### src/design/cdp_consts.svh
// Register map, field positions, reset values and phase codes of the PWM pair block
`ifndef CDP_CONSTS_SVH
`define CDP_CONSTS_SVH

`define CDP_A_DTC     3'h0
`define CDP_A_PCF     3'h1
`define CDP_A_TBC     3'h2
`define CDP_A_OVR     3'h3
`define CDP_A_STS     3'h4

`define CDP_DTC_RST   8'h00
`define CDP_PCF_RST   3'h0
`define CDP_TBC_RST   2'h0
`define CDP_OVR_RST   6'h00
`define CDP_RD_ZERO   8'h00

`define CDP_DT_MSB    5
`define CDP_SEL_MSB   7
`define CDP_SEL_LSB   6
`define CDP_PIS_MSB   2
`define CDP_PSC_MSB   1
`define CDP_OVE_MSB   2
`define CDP_OVV_MSB   5
`define CDP_OVV_LSB   3

`define CDP_PSC_ONE   2'h0
`define CDP_Q1        2'h0
`define CDP_Q_STEP    2'h1
`define CDP_LIM_1     2'h0
`define CDP_LIM_2     2'h1
`define CDP_LIM_4     2'h3

`endif

### src/design/cdp_pkg.sv
// Types shared by the PWM pair block
package cdp_pkg;
  typedef enum logic [1:0] {
    cdp_div2  = 2'h0,
    cdp_div4  = 2'h1,
    cdp_div8  = 2'h2,
    cdp_div16 = 2'h3
  } cdp_dt_sel_t;
  typedef logic [1:0] cdp_qphase_t;
endpackage : cdp_pkg

### src/design/cdp_dt_if.sv
// Signals between the pair controller and one dead-time unit
`timescale 1ns/1ps
`default_nettype none
interface cdp_dt_if;
  logic       src;
  logic       load;
  logic       hit;
  logic [1:0] lim;
  logic       indep;
  logic       upper;
  logic       lower;
  logic       busy;
  modport unit (input src, load, hit, lim, indep, output upper, lower, busy);
  modport ctrl (output src, load, hit, lim, indep, input upper, lower, busy);
endinterface : cdp_dt_if
`default_nettype wire

### src/design/cdp_dead_time_unit.sv
// Dead-time down counter, prescaler and output shaping for one output pair
`timescale 1ns/1ps
`default_nettype none
`include "cdp_consts.svh"
module cdp_dead_time_unit #(
  parameter int DT_W = 6
) (
  input  wire logic            clk_sys,
  input  wire logic            rst_n,
  input  wire logic            clk_en,
  input  wire logic [DT_W-1:0] dt_count,
  input  wire logic            dt_clr,
  cdp_dt_if.unit               pair
);
  logic [DT_W-1:0] cnt_q;
  logic [DT_W-1:0] cnt_d;
  logic [1:0]      psc_q;
  logic [1:0]      psc_d;
  logic            tick;
  logic            up_d;
  logic            lo_d;

  assign pair.busy = (cnt_q != '0);

  always_comb begin
    tick  = pair.hit && (psc_q == pair.lim);
    cnt_d = cnt_q;
    psc_d = psc_q;
    if (pair.load) begin
      cnt_d = dt_count;
      psc_d = 2'h0;
    end else begin
      if (dt_clr) begin
        psc_d = 2'h0;
      end else if (pair.hit) begin
        psc_d = tick ? 2'h0 : psc_q + 2'h1;
      end
      if (tick && cnt_q != '0) begin
        cnt_d = cnt_q - DT_W'(1);
      end
    end
    // Turn-on waits for zero, turn-off follows the source at once
    up_d = pair.indep ? pair.src : (pair.src && cnt_d == '0);
    lo_d = pair.indep ? pair.src : (!pair.src && cnt_d == '0);
  end

  always_ff @(posedge clk_sys) begin
    if (!rst_n) begin
      cnt_q      <= '0;
      psc_q      <= 2'h0;
      pair.upper <= 1'b0;
      pair.lower <= 1'b0;
    end else if (clk_en) begin
      cnt_q      <= cnt_d;
      psc_q      <= psc_d;
      pair.upper <= up_d;
      pair.lower <= lo_d;
    end
  end

  property p_no_overlap;
    @(posedge clk_sys) disable iff (!rst_n)
      !pair.indep |-> !(pair.upper && pair.lower);
  endproperty
  a_no_overlap: assert property (p_no_overlap) else $error("pair outputs overlap");

  property p_hold_inactive;
    @(posedge clk_sys) disable iff (!rst_n)
      pair.busy && !$past(pair.indep) |-> !pair.upper && !pair.lower;
  endproperty
  a_hold_inactive: assert property (p_hold_inactive) else $error("output on in dead time");

  property p_load;
    @(posedge clk_sys) disable iff (!rst_n)
      clk_en && pair.load |=> cnt_q == $past(dt_count);
  endproperty
  a_load: assert property (p_load) else $error("edge did not load dead-time count");

  property p_off_now;
    @(posedge clk_sys) disable iff (!rst_n)
      clk_en && !pair.src && !pair.indep |=> !pair.upper;
  endproperty
  a_off_now: assert property (p_off_now) else $error("upper turn-off delayed");

  property p_zero_dt;
    @(posedge clk_sys) disable iff (!rst_n)
      clk_en && pair.load && pair.src && dt_count == '0 |=> pair.upper;
  endproperty
  a_zero_dt: assert property (p_zero_dt) else $error("zero dead time delayed upper");

  property p_psc_clear;
    @(posedge clk_sys) disable iff (!rst_n)
      clk_en && (pair.load || dt_clr) |=> psc_q == 2'h0;
  endproperty
  a_psc_clear: assert property (p_psc_clear) else $error("prescaler not cleared");

  // A reload in the same cycle as a tick takes priority over the step
  property p_span;
    @(posedge clk_sys) disable iff (!rst_n)
      clk_en && tick && !pair.load && cnt_q != '0 |=> cnt_q == $past(cnt_q) - DT_W'(1);
  endproperty
  a_span: assert property (p_span) else $error("counter did not step on tick");
endmodule : cdp_dead_time_unit
`default_nettype wire

### src/design/cdp_pwm_pairs.sv
// Three complementary PWM output pairs with dead-time insertion and register port
`timescale 1ns/1ps
`default_nettype none
`include "cdp_consts.svh"
module cdp_pwm_pairs #(
  parameter int DT_W = 6
) (
  input  wire logic       clk_sys,
  input  wire logic       rst_n,
  input  wire logic       clk_en,
  input  wire logic [2:0] reg_addr,
  input  wire logic [7:0] reg_wdata,
  input  wire logic       reg_wr,
  input  wire logic       reg_rd,
  output logic      [7:0] reg_rdata,
  input  wire logic       duty_compare_a,
  input  wire logic       duty_compare_b,
  input  wire logic       duty_compare_c,
  input  wire logic [1:0] duty_lsb_a,
  input  wire logic [1:0] duty_lsb_b,
  input  wire logic [1:0] duty_lsb_c,
  output logic            upper_drive_a,
  output logic            lower_drive_a,
  output logic            upper_drive_b,
  output logic            lower_drive_b,
  output logic            upper_drive_c,
  output logic            lower_drive_c
);
  localparam int NP = 3;

  logic [7:0]            dtc_q;
  logic [7:0]            dtc_d;
  logic [2:0]            pcf_q;
  logic [2:0]            pcf_d;
  logic [1:0]            tbc_q;
  logic [1:0]            tbc_d;
  logic [5:0]            ovr_q;
  logic [5:0]            ovr_d;
  logic [7:0]            rdata_q;
  logic [7:0]            rdata_d;
  logic [1:0]            q_q;
  logic [1:0]            q_d;
  logic [NP-1:0]         src_q;
  logic [NP-1:0]         src;
  logic [NP-1:0]         cmp;
  logic [NP-1:0]         busy;
  logic [1:0]            lsb [NP];
  logic                  dt_wr;
  logic                  psc_one;
  cdp_pkg::cdp_dt_sel_t  sel;
  logic [DT_W-1:0]       dt_count;

  cdp_dt_if dt_bus[NP] ();

  assign cmp      = {duty_compare_c, duty_compare_b, duty_compare_a};
  assign lsb[0]   = duty_lsb_a;
  assign lsb[1]   = duty_lsb_b;
  assign lsb[2]   = duty_lsb_c;
  assign sel      = cdp_pkg::cdp_dt_sel_t'(dtc_q[`CDP_SEL_MSB:`CDP_SEL_LSB]);
  assign dt_count = dtc_q[DT_W-1:0];
  assign psc_one  = (tbc_q == `CDP_PSC_ONE);
  assign reg_rdata = rdata_q;

  // Register writes and the one-cycle-late read port
  always_comb begin
    dtc_d   = dtc_q;
    pcf_d   = pcf_q;
    tbc_d   = tbc_q;
    ovr_d   = ovr_q;
    rdata_d = `CDP_RD_ZERO;
    dt_wr   = reg_wr && (reg_addr == `CDP_A_DTC);
    if (reg_wr) begin
      case (reg_addr)
        `CDP_A_DTC: dtc_d = reg_wdata;
        `CDP_A_PCF: pcf_d = reg_wdata[`CDP_PIS_MSB:0];
        `CDP_A_TBC: tbc_d = reg_wdata[`CDP_PSC_MSB:0];
        `CDP_A_OVR: ovr_d = reg_wdata[`CDP_OVV_MSB:0];
        default: ;
      endcase
    end
    if (reg_rd) begin
      case (reg_addr)
        `CDP_A_DTC: rdata_d = dtc_q;
        `CDP_A_PCF: rdata_d = {5'h00, pcf_q};
        `CDP_A_TBC: rdata_d = {6'h00, tbc_q};
        `CDP_A_OVR: rdata_d = {2'h0, ovr_q};
        `CDP_A_STS: rdata_d = {2'h0, src_q, busy};
        default:    rdata_d = `CDP_RD_ZERO;
      endcase
    end
  end

  always_ff @(posedge clk_sys) begin
    if (!rst_n) begin
      dtc_q   <= `CDP_DTC_RST;
      pcf_q   <= `CDP_PCF_RST;
      tbc_q   <= `CDP_TBC_RST;
      ovr_q   <= `CDP_OVR_RST;
      rdata_q <= `CDP_RD_ZERO;
    end else if (clk_en) begin
      dtc_q   <= dtc_d;
      pcf_q   <= pcf_d;
      tbc_q   <= tbc_d;
      ovr_q   <= ovr_d;
      rdata_q <= rdata_d;
    end
  end

  // Four instruction phases, one per system clock, phase one after reset
  always_comb begin
    q_d = q_q + `CDP_Q_STEP;
  end

  always_ff @(posedge clk_sys) begin
    if (!rst_n) begin
      q_q <= `CDP_Q1;
    end else if (clk_en) begin
      q_q <= q_d;
    end
  end

  // Previous source level per pair for edge detection
  always_ff @(posedge clk_sys) begin
    if (!rst_n) begin
      src_q <= '0;
    end else if (clk_en) begin
      src_q <= src;
    end
  end

  for (genvar i = 0; i < NP; i++) begin : g_pair
    logic [1:0] m_q;
    logic [1:0] m_d;
    logic [1:0] m_eff;
    logic       hit;
    logic [1:0] lim;

    // Override replaces the compare ahead of the dead-time unit
    assign src[i] = ovr_q[i] ? ovr_q[`CDP_OVV_LSB + i] : cmp[i];

    always_comb begin
      m_d    = m_q;
      if (src[i] != src_q[i]) begin
        m_d = lsb[i];
      end
      m_eff = psc_one ? m_q : `CDP_Q1;
      if (sel == cdp_pkg::cdp_div2) begin
        hit = (q_q[0] == m_eff[0]);
      end else begin
        hit = (q_q == m_eff);
      end
      case (sel)
        cdp_pkg::cdp_div2:  lim = `CDP_LIM_1;
        cdp_pkg::cdp_div4:  lim = `CDP_LIM_1;
        cdp_pkg::cdp_div8:  lim = `CDP_LIM_2;
        default:            lim = `CDP_LIM_4;
      endcase
    end

    always_ff @(posedge clk_sys) begin
      if (!rst_n) begin
        m_q <= `CDP_Q1;
      end else if (clk_en) begin
        m_q <= m_d;
      end
    end

    assign dt_bus[i].src   = src[i];
    assign dt_bus[i].load  = (src[i] != src_q[i]);
    assign dt_bus[i].hit   = hit;
    assign dt_bus[i].lim   = lim;
    assign dt_bus[i].indep = pcf_q[i];
    assign busy[i]         = dt_bus[i].busy;

    cdp_dead_time_unit #(
      .DT_W (DT_W)
    ) u_dt (
      .clk_sys  (clk_sys),
      .rst_n    (rst_n),
      .clk_en   (clk_en),
      .dt_count (dt_count),
      .dt_clr   (dt_wr),
      .pair     (dt_bus[i])
    );

    property p_q1_only;
      @(posedge clk_sys) disable iff (!rst_n)
        hit && !psc_one && sel != cdp_pkg::cdp_div2 |-> q_q == `CDP_Q1;
    endproperty
    a_q1_only: assert property (p_q1_only) else $error("slow tick off phase one");

    // A fresh match-phase capture or a setting change may shift the tick pattern
    property p_two_phase;
      @(posedge clk_sys) disable iff (!rst_n)
        (clk_en && psc_one && sel == cdp_pkg::cdp_div2 && hit) ##1
          (clk_en && $stable(m_q) && $stable(tbc_q) && $stable(sel))
          |-> !hit ##1 (hit || $changed(m_q) || $changed(tbc_q) || $changed(sel));
    endproperty
    a_two_phase: assert property (p_two_phase) else $error("div2 ticks not alternate");

    property p_match_phase;
      @(posedge clk_sys) disable iff (!rst_n)
        hit && psc_one && sel != cdp_pkg::cdp_div2 |-> q_q == m_q;
    endproperty
    a_match_phase: assert property (p_match_phase) else $error("tick not on match phase");

    property p_comp_follow;
      @(posedge clk_sys) disable iff (!rst_n)
        clk_en && !pcf_q[i] |=>
          (!dt_bus[i].upper || $past(src[i])) && (!dt_bus[i].lower || !$past(src[i]));
    endproperty
    a_comp_follow: assert property (p_comp_follow) else $error("output not from compare");

    property p_indep_equal;
      @(posedge clk_sys) disable iff (!rst_n)
        clk_en && pcf_q[i] |=> dt_bus[i].upper == dt_bus[i].lower;
    endproperty
    a_indep_equal: assert property (p_indep_equal) else $error("independent pair differs");

    property p_busy_load;
      @(posedge clk_sys) disable iff (!rst_n)
        clk_en && dt_bus[i].load && dt_count != '0 |=> dt_bus[i].busy;
    endproperty
    a_busy_load: assert property (p_busy_load) else $error("edge did not start dead time");
  end

  assign upper_drive_a = dt_bus[0].upper;
  assign lower_drive_a = dt_bus[0].lower;
  assign upper_drive_b = dt_bus[1].upper;
  assign lower_drive_b = dt_bus[1].lower;
  assign upper_drive_c = dt_bus[2].upper;
  assign lower_drive_c = dt_bus[2].lower;

  property p_reset_comp;
    @(posedge clk_sys) !rst_n |=> pcf_q == `CDP_PCF_RST && dtc_q == `CDP_DTC_RST;
  endproperty
  a_reset_comp: assert property (p_reset_comp) else $error("reset left a pair independent");

  property p_short_duty;
    @(posedge clk_sys) disable iff (!rst_n)
      clk_en && !pcf_q[0] && dt_bus[0].busy && dt_bus[0].load && !src[0]
        |=> !upper_drive_a;
  endproperty
  a_short_duty: assert property (p_short_duty) else $error("short pulse reached upper");

  property p_read_late;
    @(posedge clk_sys) disable iff (!rst_n)
      clk_en && reg_rd && reg_addr == `CDP_A_DTC && !reg_wr |=> reg_rdata == $past(dtc_q);
  endproperty
  a_read_late: assert property (p_read_late) else $error("register read data wrong");

  // Read data stand for one cycle only, so a stale word never looks like an answer
  property p_rd_idle;
    @(posedge clk_sys) disable iff (!rst_n)
      clk_en && !reg_rd |=> reg_rdata == `CDP_RD_ZERO;
  endproperty
  a_rd_idle: assert property (p_rd_idle) else $error("stale read data");

  property p_rd_unmapped;
    @(posedge clk_sys) disable iff (!rst_n)
      clk_en && reg_rd && reg_addr > `CDP_A_STS |=> reg_rdata == `CDP_RD_ZERO;
  endproperty
  a_rd_unmapped: assert property (p_rd_unmapped) else $error("unmapped read not zero");

  property p_dtc_write;
    @(posedge clk_sys) disable iff (!rst_n)
      clk_en && reg_wr && reg_addr == `CDP_A_DTC |=> dtc_q == $past(reg_wdata);
  endproperty
  a_dtc_write: assert property (p_dtc_write) else $error("dead-time write lost");

  property p_pcf_write;
    @(posedge clk_sys) disable iff (!rst_n)
      clk_en && reg_wr && reg_addr == `CDP_A_PCF |=> pcf_q == $past(reg_wdata[`CDP_PIS_MSB:0]);
  endproperty
  a_pcf_write: assert property (p_pcf_write) else $error("pair mode write lost");

  property p_q_step;
    @(posedge clk_sys) disable iff (!rst_n)
      clk_en |=> q_q == $past(q_q) + `CDP_Q_STEP;
  endproperty
  a_q_step: assert property (p_q_step) else $error("phase did not advance");

  // Enable low must freeze phase, settings and edge history alike
  property p_freeze;
    @(posedge clk_sys) disable iff (!rst_n)
      !clk_en |=> $stable(q_q) && $stable(dtc_q) && $stable(src_q);
  endproperty
  a_freeze: assert property (p_freeze) else $error("state moved while disabled");
endmodule : cdp_pwm_pairs
`default_nettype wire

### config.mk
export PLATFORM = sky130hd
export DESIGN_NAME = cdp_pwm_pairs
export DESIGN_NICKNAME = d
export VERILOG_FILES = /design/src/design/cdp_pkg.sv /design/src/design/cdp_dt_if.sv /design/src/design/cdp_dead_time_unit.sv /design/src/design/cdp_pwm_pairs.sv
export VERILOG_INCLUDE_DIRS = /design/src /design/src/design
export SDC_FILE = /design/constraint.sdc
export NUM_CORES = 1
export LEC_CHECK = 0
export BUFFER_PORTS_ARGS = -buffer_cell sky130_fd_sc_hd__buf_4
export CAP_MARGIN = 40
export CELL_PAD_IN_SITES_DETAIL_PLACEMENT = 1
export CELL_PAD_IN_SITES_GLOBAL_PLACEMENT = 1
export CORE_ASPECT_RATIO = 0.75
export CORE_MARGIN = 1
export CORE_UTILIZATION = 40
export CTS_CLUSTER_DIAMETER = 60
export DETAILED_ROUTE_END_ITERATION = 10
export PLACE_DENSITY_LB_ADDON = 0.1
export SETUP_SLACK_MARGIN = 0.5
export SLEW_MARGIN = 40
export SYNTH_ARGS = -nofsm -noshare
export SYNTH_HDL_FRONTEND = slang
export SYNTH_SLANG_ARGS = --single-unit
### constraint.sdc
create_clock -name clk_sys -period 4.1 [get_ports clk_sys]
set_input_delay 0.41 -clock clk_sys [delete_from_list [all_inputs] [get_ports clk_sys]]
set_output_delay 0.41 -clock clk_sys [all_outputs]
set_load 0.02 [all_outputs]
==> impl_metrics.toml, run 1 <==
[floorplanning]
start_util_pct = 41.10
chipWidth_um = 116.8
rows = 31
die_h_um = 88.10
core_area_sq_um = 9619
io_pins = 39
dieArea_sq_um = 10290

[clock_network]
cts_tree = "yes"
ctsResizeCount = 0
cts_buffer_depth = 2
ctsHoldBuffers = 0
cts_sinks = 68
clkTransAtPathRegs_ns = 0.06
cts_root_buf = "clkbuf_16"
clk-insertion-delay-late_ns = 0.33
htree_levels = 3
post_cts_buffers = 0
cts_buffers = 9

[sta]
slew-limit-headroom_pct = 46.68
final-max-slew-violation-count = 0
clock_skew_ns = 0.006028
setup_tns_ns = 0
finalHoldViolCount = 0
worst_pin_slew_ns = 0.7949
setup_viol = 0
min_period_ns = 2.815
grt_setup_unrepaired = "false"
fmax_ghz = 0.3553
fin_crit_sh_pct = 68.65

[setup_path]
crit_family = "simple AND/OR/NAND/NOR gates"
r2r-end = "g_pair[2].u_dt.pair.lower"
crit_chain = "nor3b_2 > xnor2_1 > nand4_1 > nand3_1 > o311ai_1 > nor4_1 > or4b_1 > a31oi_1"
crit_buf_inv = 0
path_class = "reg -> reg"
cp-start-kind = "flip-flop"
worstPathRequired_ns = 4.36
regToRegSetupSlack_ns = 1.29
arrival_ns = 3.08
critPathMaxStageDelay_ns = 0.52
cp_slowest_cell = "dfxtp_1"
r2r-start = "tbc_q[1]"
r2r_cells = 8
path_max_fanout = 8
cp-end-kind = "flip-flop"

[synthesis]
async_flop_share_pct = 0
ys_seq_area_share_pct = 34.43
ys_top_cells_by_area = "dfxtp_1, mux2i_1, nor2_1"
synth_edf_count = 0
synthSimpleGateAreaFrac_pct = 27.50
synth_top_family_by_area = "simple AND/OR/NAND/NOR gates"
syn_nets = 532
synthDistinctLibCells = 72
synth_top_area_cell = "dfxtp_1"
synth_top_area_share_pct = 34.43
synth.most_common_cell = "dfxtp_1"
yosys_register_bits = 68
synth_flop_cell = "dfxtp_1"
synth_cells = 501
synthMuxAreaShare_pct = 7.690
synth_area_per_cell_sq_um = 7.892
synth-xor-area-share_pct = 5.316
synth_common_cells = "dfxtp_1, nor2_1, nand2_1"
ys_warn_count = 0
syn_area_sq_um = 3954
synthAdderAreaFrac_pct = 1.899
synth-compound-area-share_pct = 18.29

[place]
gp_congestion = 0.8191
io_buffers = 38
place_area_sq_um = 4297
dp_hpwl_um = 9012

[drt]
ant_nets = 0
wirelength_um = 12670
top_layer_used = "met4"
viasPerCell = 5.632
num_vias = 3723
route.detailed.drc = 0
met3_length_um = 435
wl_met1_um = 6383
wl_per_cell_um = 19.17
met2WireLength_um = 5659
firstDrtPassIters = 5
drtIter0Drc = 194

[grt]
antenna_found_initial = 0
grt_pass1_wl_um = 19880
grt_max_degree = 56
grt_use_total_pct = 25.95
grt_pass1_vias = 3654
grt-ovfl-total = 0

[final_layout]
nFillCells = 1198
drive_gt1_share_pct = 16.64
diodes = 0
finish.utilization_pct = 48.36
num-nets-final = 555
multi_input_area_sq_um = 2414
syn2layout_area_growth_pct = 17.66
final_area_sq_um = 4652
seqCellArea_sq_um = 1361

[power]
total_leakage_power_nw = 1.750
vdd_drop_max_uv = 291.8
power_density_nw_per_um2 = 456.8
power_mw = 2.125

[worst_hold_path]
hp-class = "in -> reg"
whs_path_depth = 3
holdPathEnd = "ovr_q[3]"
hold_start = "reg_wdata[3]"

[run]
drv_cap = 0

[status]
status = "completed"
-- cell type report --
class | instances | area share [%]
Tap cell | 132 | 3.550
Timing Repair Buffer | 42 | 6.778
Sequential cell | 68 | 29.26
Clock inverter | 7 | 2.636
Inverter | 13 | 1.049
Clock buffer | 9 | 4.841
Multi-Input combinational cell | 390 | 51.88
-- cells in the final DEF, fill, tap and decap left out, types with 9 or more instances in the layout --
master	n
buf_4	42
nand3_1	29
mux2i_1	25
dfxtp_1	68
a211oi_1	12
clkbuf_16	9
xnor2_1	17
nor2_1	66
inv_1	11
o21ai_0	26
nand2_1	56
nor3_1	20
a21oi_1	36
-- stage by stage --
step	worst slack [ns]	hold WS (ns)	std cells
global placement	1.484	0.4464	645
detailed placement	1.370	0.4542	645
global route	1.222	0.3412	661
CTS	1.343	0.3240	661
floorplan	1.741	0.4306	501
finish	1.285	0.3279	661
-- how the worst max path moves through the flow --
stage	from	end	slack, ns	cells past startpoint
after floorplan	g_pair[0].u_dt.cnt_q[0]	g_pair[0].u_dt.pair.upper	1.74	9
after global placement	tbc_q[0]	g_pair[2].u_dt.pair.lower	1.48	8
after detailed placement	duty_compare_a	g_pair[0].u_dt.pair.upper	1.37	6
after CTS	tbc_q[1]	g_pair[2].u_dt.pair.lower	1.34	8
after global routing	tbc_q[1]	g_pair[2].u_dt.pair.lower	1.22	8
final	tbc_q[1]	g_pair[2].u_dt.pair.lower	1.29	8
-- flip-flops by register name, indices dropped and copies added (netlist names) --
register	flops
g_pair.u_dt.pair.upper	3
dtc_q	8
q_q	2
reg_rdata	8
tbc_q	2
ovr_q	6
g_pair.u_dt.psc_q	6
g_pair.u_dt.cnt_q	18
pcf_q	3
g_pair.u_dt.pair.lower	3
src_q	3
g_pair.m_q	6
-- power breakdown --
part	internal (mW)	leakage, nW	switching [mW]	total, mW
sequential	0.695	0.553	0.0403	0.735
clock	0.599	0.163	0.321	0.919
combinational	0.192	1.03	0.278	0.470
total	1.49	1.75	0.639	2.12
-- worst min-delay path, stage by stage --
cell	delay, ns
buf_4	0.09
mux2i_1	0.06
nor2_1	0.07
-- routing by layer --
metal  vias to the layer above  track usage, %
met5                         -               0
met4                         0           7.020
met3                        16           4.360
met2                        77           40.94
met1                      1816           36.54
li1                       1814               -
-- logic make-up after synthesis --
family | Yosys count
and+or+nand+nor | 219
xor gates and xnor gates | 24
adders and majority gates | 6
AOI/OAI and AO/OA | 112
buffers and inverters | 43
muxes | 29
DFF | 68
No activity file was read; power rests on OpenSTA's default activity.
==> run 2: changes to the inputs <==
==> constraint.sdc (replaced) <==
create_clock -name clk_sys -period 2.9 [get_ports clk_sys]
set_input_delay 0.29 -clock clk_sys [delete_from_list [all_inputs] [get_ports clk_sys]]
set_output_delay 0.29 -clock clk_sys [all_outputs]
set_load 0.02 [all_outputs]
==> run 2 against run 1 <==
  * Worst setup slack worse by 0.85 ns
  * Combinational power is 70% higher
  * Design area is 7.2% higher
  * Sequential power is 41% higher
  * Worst hold slack worse by 0.11 ns
  * Clock-buffer cell count is 3 higher
  * Critical path type unchanged
==> impl_metrics.toml, run 2 (synthesis gave the netlist of run 1 again) <==
[status]
status = "completed"

[clock_network]
htree_levels = 3
cts_buffer_depth = 2
clkTransAtPathRegs_ns = 0.06
cts_tree = "yes"
ctsHoldBuffers = 0
cts_root_buf = "clkbuf_16"
cts_buffers = 9
clk-insertion-delay-late_ns = 0.34
cts_sinks = 68

[setup_path]
path_max_fanout = 7
critPathMaxStageDelay_ns = 0.46
cp-end-kind = "flip-flop"
arrival_ns = 2.73
cp-start-kind = "flip-flop"
cp_slowest_cell = "or4b_1"
path_class = "reg -> reg"
crit_chain = "or3_4 > o31a_1 > nand4_4 > xor2_1 > o21ai_1 > nor4_2 > or4b_1 > a31oi_1"
worstPathRequired_ns = 3.17

[power]
total_leakage_power_nw = 1.912
vdd_drop_max_uv = 300.1
power_density_nw_per_um2 = 596.9

[final_layout]
drive_gt1_share_pct = 25.50
largest-register = "g_pair.u_dt.cnt_q"
syn2layout_area_growth_pct = 26.08
largest_reg_flops = 18
final_cell_mix = "nor2_1, buf_4, dfxtp_1"
num-nets-final = 579
diodes = 0
final_common_cell = "nor2_1"
finish.utilization_pct = 51.82

[sta]
worst_pin_slew_ns = 0.5797
setup_tns_ns = 0
final-max-slew-violation-count = 0
clock_skew_ns = 0.007856
fin_crit_sh_pct = 84.93
min_period_ns = 2.463
fmax_ghz = 0.4060
setup_viol = 0
slew-limit-headroom_pct = 61.23
grt_setup_unrepaired = "true"
finalHoldViolCount = 0

[floorplanning]
io_pins = 39
die_h_um = 88.10
start_util_pct = 41.10
dieArea_sq_um = 10290
rows = 31
core_area_sq_um = 9619
chipWidth_um = 116.8

[grt]
grt_pass1_vias = 3735
grt_pass1_wl_um = 20200
grt_use_total_pct = 26.53
grt-ovfl-total = 0
antenna_found_initial = 0
grt_max_degree = 57

[place]
io_buffers = 38
gp_congestion = 0.8643
dp_hpwl_um = 8924

[drt]
route.detailed.drc = 0
ant_nets = 0
viasPerCell = 5.584
drtIter0Drc = 202
wl_per_cell_um = 19.14
wirelength_um = 13110
firstDrtPassIters = 4
num_vias = 3825

[run]
drv_cap = 0

[worst_hold_path]
hp-class = "in -> reg"
## run 2: worst paths after layout
kind / endpoint / slack (ns) / startpoint / cells after the start
hold reg to reg: g_pair[1].m_q[0] / 0.46 / g_pair[1].m_q[0] / 2
hold / removal: g_pair[0].m_q[0] / 0.22 / duty_lsb_a[0] / 3
setup reg to reg: g_pair[2].u_dt.pair.lower / 0.44 / g_pair[2].u_dt.cnt_q[2] / 8
setup / recovery: g_pair[2].u_dt.pair.lower / 0.44 / g_pair[2].u_dt.cnt_q[2] / 8
## run 2: metal layers
layer  up-vias  track usage (%)  share of wire [%]
met3         8            5.329                3.9
li1       1867                -                  -
met4         0            6.674               0.74
met2        79            41.80                 46
met5         -                0                  0
met1      1871            37.10                 49
## run 2: metrics by stage
step	cells	hold WS (ns)	worst slack, ns	area, sq um	power [mW]
3_5_place_dp	658	0.4546	0.3047	4400	1.730
4_1_cts	678	0.2131	0.4415	4822	2.901
3_3_place_gp	658	0.4535	0.3793	4400	1.711
6_report	685	0.2200	0.4370	4985	2.976
5_1_grt	685	0.2213	0.3278	4985	3.110
2_1_floorplan	501	0.4306	0.5405	3954	1.527
## run 2: cell type report
class	instances	area, sq um
Inverter	13	51.30
Sequential cell	68	1388
Timing Repair Buffer	66	508.0
Clock inverter	4	47.55
Clock buffer	12	256.5
Tap cell	132	165.2
Multi-Input combinational cell	390	2569
Fill cell	1194	4634
## run 2: worst max-delay path: cells and delay by family, from the launching register on
family           cells  cell delay, ns
AND/OR/NAND/NOR      4            1.26
AO/OA/AOI/OAI        3            0.61
flip-flops           1            0.37
XOR/XNOR             1            0.17
## run 2: where the power goes
| part | switching (mW) | internal, mW |
|---|---|---|
| clock network | 0.425 | 0.710 |
| registers | 0.0579 | 0.982 |
| logic | 0.444 | 0.357 |
| total | 0.927 | 2.05 |
## run 2: repair_timing
item,in CTS,in global routing
endpoints found under the setup margin,7,5
gates resized for setup,27,23
gates cloned,0,0
buffers inserted,4,7
pin swaps,11,13
==> run 3: changes to the inputs <==
==> constraint.sdc (replaced) <==
create_clock -name clk_sys -period 2.5 [get_ports clk_sys]
set_input_delay 0.25 -clock clk_sys [delete_from_list [all_inputs] [get_ports clk_sys]]
set_output_delay 0.25 -clock clk_sys [all_outputs]
set_load 0.02 [all_outputs]
==> run 3 against run 2 <==
  * Design area up 12%
  * Register-to-register slack lost 0.37 ns
  * Clock power rose by 26%
  * Die area stayed put
  * Critical path depth did not move
  * Routed wire length increased by 7.1%
  * Cell count rose by 5.1%
  * Sequential power grew 16%
  * Highest routed layer unchanged
  * Largest power group unchanged
  * Combinational power is 51% higher
==> impl_metrics.toml, run 3 (synthesis gave the netlist of run 1 again) <==
[setup_path]
path_max_fanout = 7
critPathLaunch = "tbc_q[1]"
crit_chain = "nor3b_4 > xnor2_2 > o21ai_4 > o31ai_4 > a31oi_4 > a311o_1 > or4_4 > o22ai_2"
cp-start-kind = "flip-flop"
arrival_ns = 2.70
cp-end-kind = "flip-flop"
critPathMaxStageDelay_ns = 0.43
r2r-start = "tbc_q[1]"
worstPathRequired_ns = 2.77
path_class = "reg -> reg"
cp_slowest_cell = "or4_4"

[final_layout]
seqCellArea_sq_um = 1394
final_common_cell = "buf_4"
finalNonFillerCells = 720
diodes = 0
final_cell_mix = "buf_4, nor2_1, nand2_1"
nFillCells = 1160
largest-register = "g_pair.u_dt.cnt_q"
multi_input_area_sq_um = 2814
largest_reg_flops = 18
final_area_sq_um = 5560
syn2layout_area_growth_pct = 40.63
finish.utilization_pct = 57.80
drive_gt1_share_pct = 35.20
num-nets-final = 614

[drt]
viasPerCell = 5.558
ant_nets = 0
drtIter0Drc = 218
num_vias = 4002
wl_per_cell_um = 19.51
route.detailed.drc = 0
wirelength_um = 14040
firstDrtPassIters = 4

[power]
vdd_drop_max_uv = 485.1
power_mw = 3.861
clkPwrFrac_pct = 37.4
internal_power_mw = 2.655
power_density_nw_per_um2 = 694.4
switching_share_pct = 31.23
combPwrFrac_pct = 31.4
sequentialPowerShare_pct = 31.2
total_leakage_power_nw = 2.149
switching_power_mw = 1.206

[grt]
grt-ovfl-total = 0
grt_pass1_vias = 3953
grt_max_degree = 38
grt_pass1_wl_um = 21280
antenna_found_initial = 0
grt_use_total_pct = 28.04

[clock_network]
cts_tree = "yes"
cts_sinks = 68
ctsHoldBuffers = 0
clkTransAtPathRegs_ns = 0.06
cts_buffers = 9
cts_buffer_depth = 2
htree_levels = 3
cts_root_buf = "clkbuf_16"
clk-insertion-delay-late_ns = 0.34

[floorplanning]
core_area_sq_um = 9619
chipWidth_um = 116.8
io_pins = 39
start_util_pct = 41.10
rows = 31
die_h_um = 88.10
dieArea_sq_um = 10290

[sta]
fin_crit_sh_pct = 97.15
final-max-slew-violation-count = 0
fmax_ghz = 0.4117
finalHoldViolCount = 0
clock_skew_ns = 0.006707
setup_viol = 0
slew-limit-headroom_pct = 62.59
worst_pin_slew_ns = 0.5592
setup_tns_ns = 0
grt_setup_unrepaired = "true"
min_period_ns = 2.429

[worst_hold_path]
hold_start = "reg_wdata[2]"
hp-class = "in -> reg"

[place]
place_area_sq_um = 4616
io_buffers = 38
dp_cells = 682
dp_hpwl_um = 9643
gp_congestion = 0.8755

[status]
status = "completed"

[run]
drv_cap = 0
-- run 3: final timing paths --
kind,to,depth (start not counted),slack (ns)
setup / recovery,g_pair[1].u_dt.pair.upper,8,0.07
hold / removal,ovr_q[2],3,0.17
setup reg to reg,g_pair[1].u_dt.pair.upper,8,0.07
hold reg to reg,g_pair[0].m_q[1],2,0.47
-- run 3: layout make-up --
cell class / instances / area share [%]
Clock inverter: 5 / 1.508
Multi-Input combinational cell: 390 / 50.61
Sequential cell: 68 / 25.07
Inverter: 13 / 0.9226
Timing Repair Buffer: 101 / 14.38
Clock buffer: 11 / 4.545
Tap cell: 132 / 2.970
-- run 3: power groups by stage --
stage | sequential (mW) | combinational (mW) | clock [mW]
CTS | 1.20 | 1.01 | 1.46
global route | 1.21 | 1.31 | 1.51
global placement | 1.22 | 0.877 | 0
floorplan | 1.21 | 0.583 | 0
detailed placement | 1.22 | 0.902 | 0
finish | 1.21 | 1.21 | 1.44
-- run 3: per-layer routing --
metal | up-vias | GRT usage [%] | part of all wire [%]
met5 | - | 0 | 0
met4 | 0 | 8.976 | 2.0
met3 | 19 | 5.536 | 4.6
met2 | 76 | 45.72 | 48
met1 | 1973 | 37.32 | 46
li1 | 1934 | - | -
-- run 3: critical path: cells and delay by family (launching register included) --
family	cells	cell delay, ns
flip-flops	1	0.40
XOR/XNOR	1	0.19
AND/OR/NAND/NOR	2	0.70
AO/OA/AOI/OAI	5	1.06
-- run 3: stage by stage --
step	hold WS [ns]	worst slack [ns]
after floorplan	0.3939	0.1892
after global placement	0.4522	0.04618
after detailed placement	0.4547	-0.04597
after CTS	0.1634	0.09043
after global routing	0.1820	-0.07735
final	0.1651	0.07116
-- run 3: repair_timing --
item,4_1_cts,5_1_grt
pin swaps,14,36
cloned,0,0
resized for setup,33,73
setup buffers,13,9
setup endpoints to repair,20,27
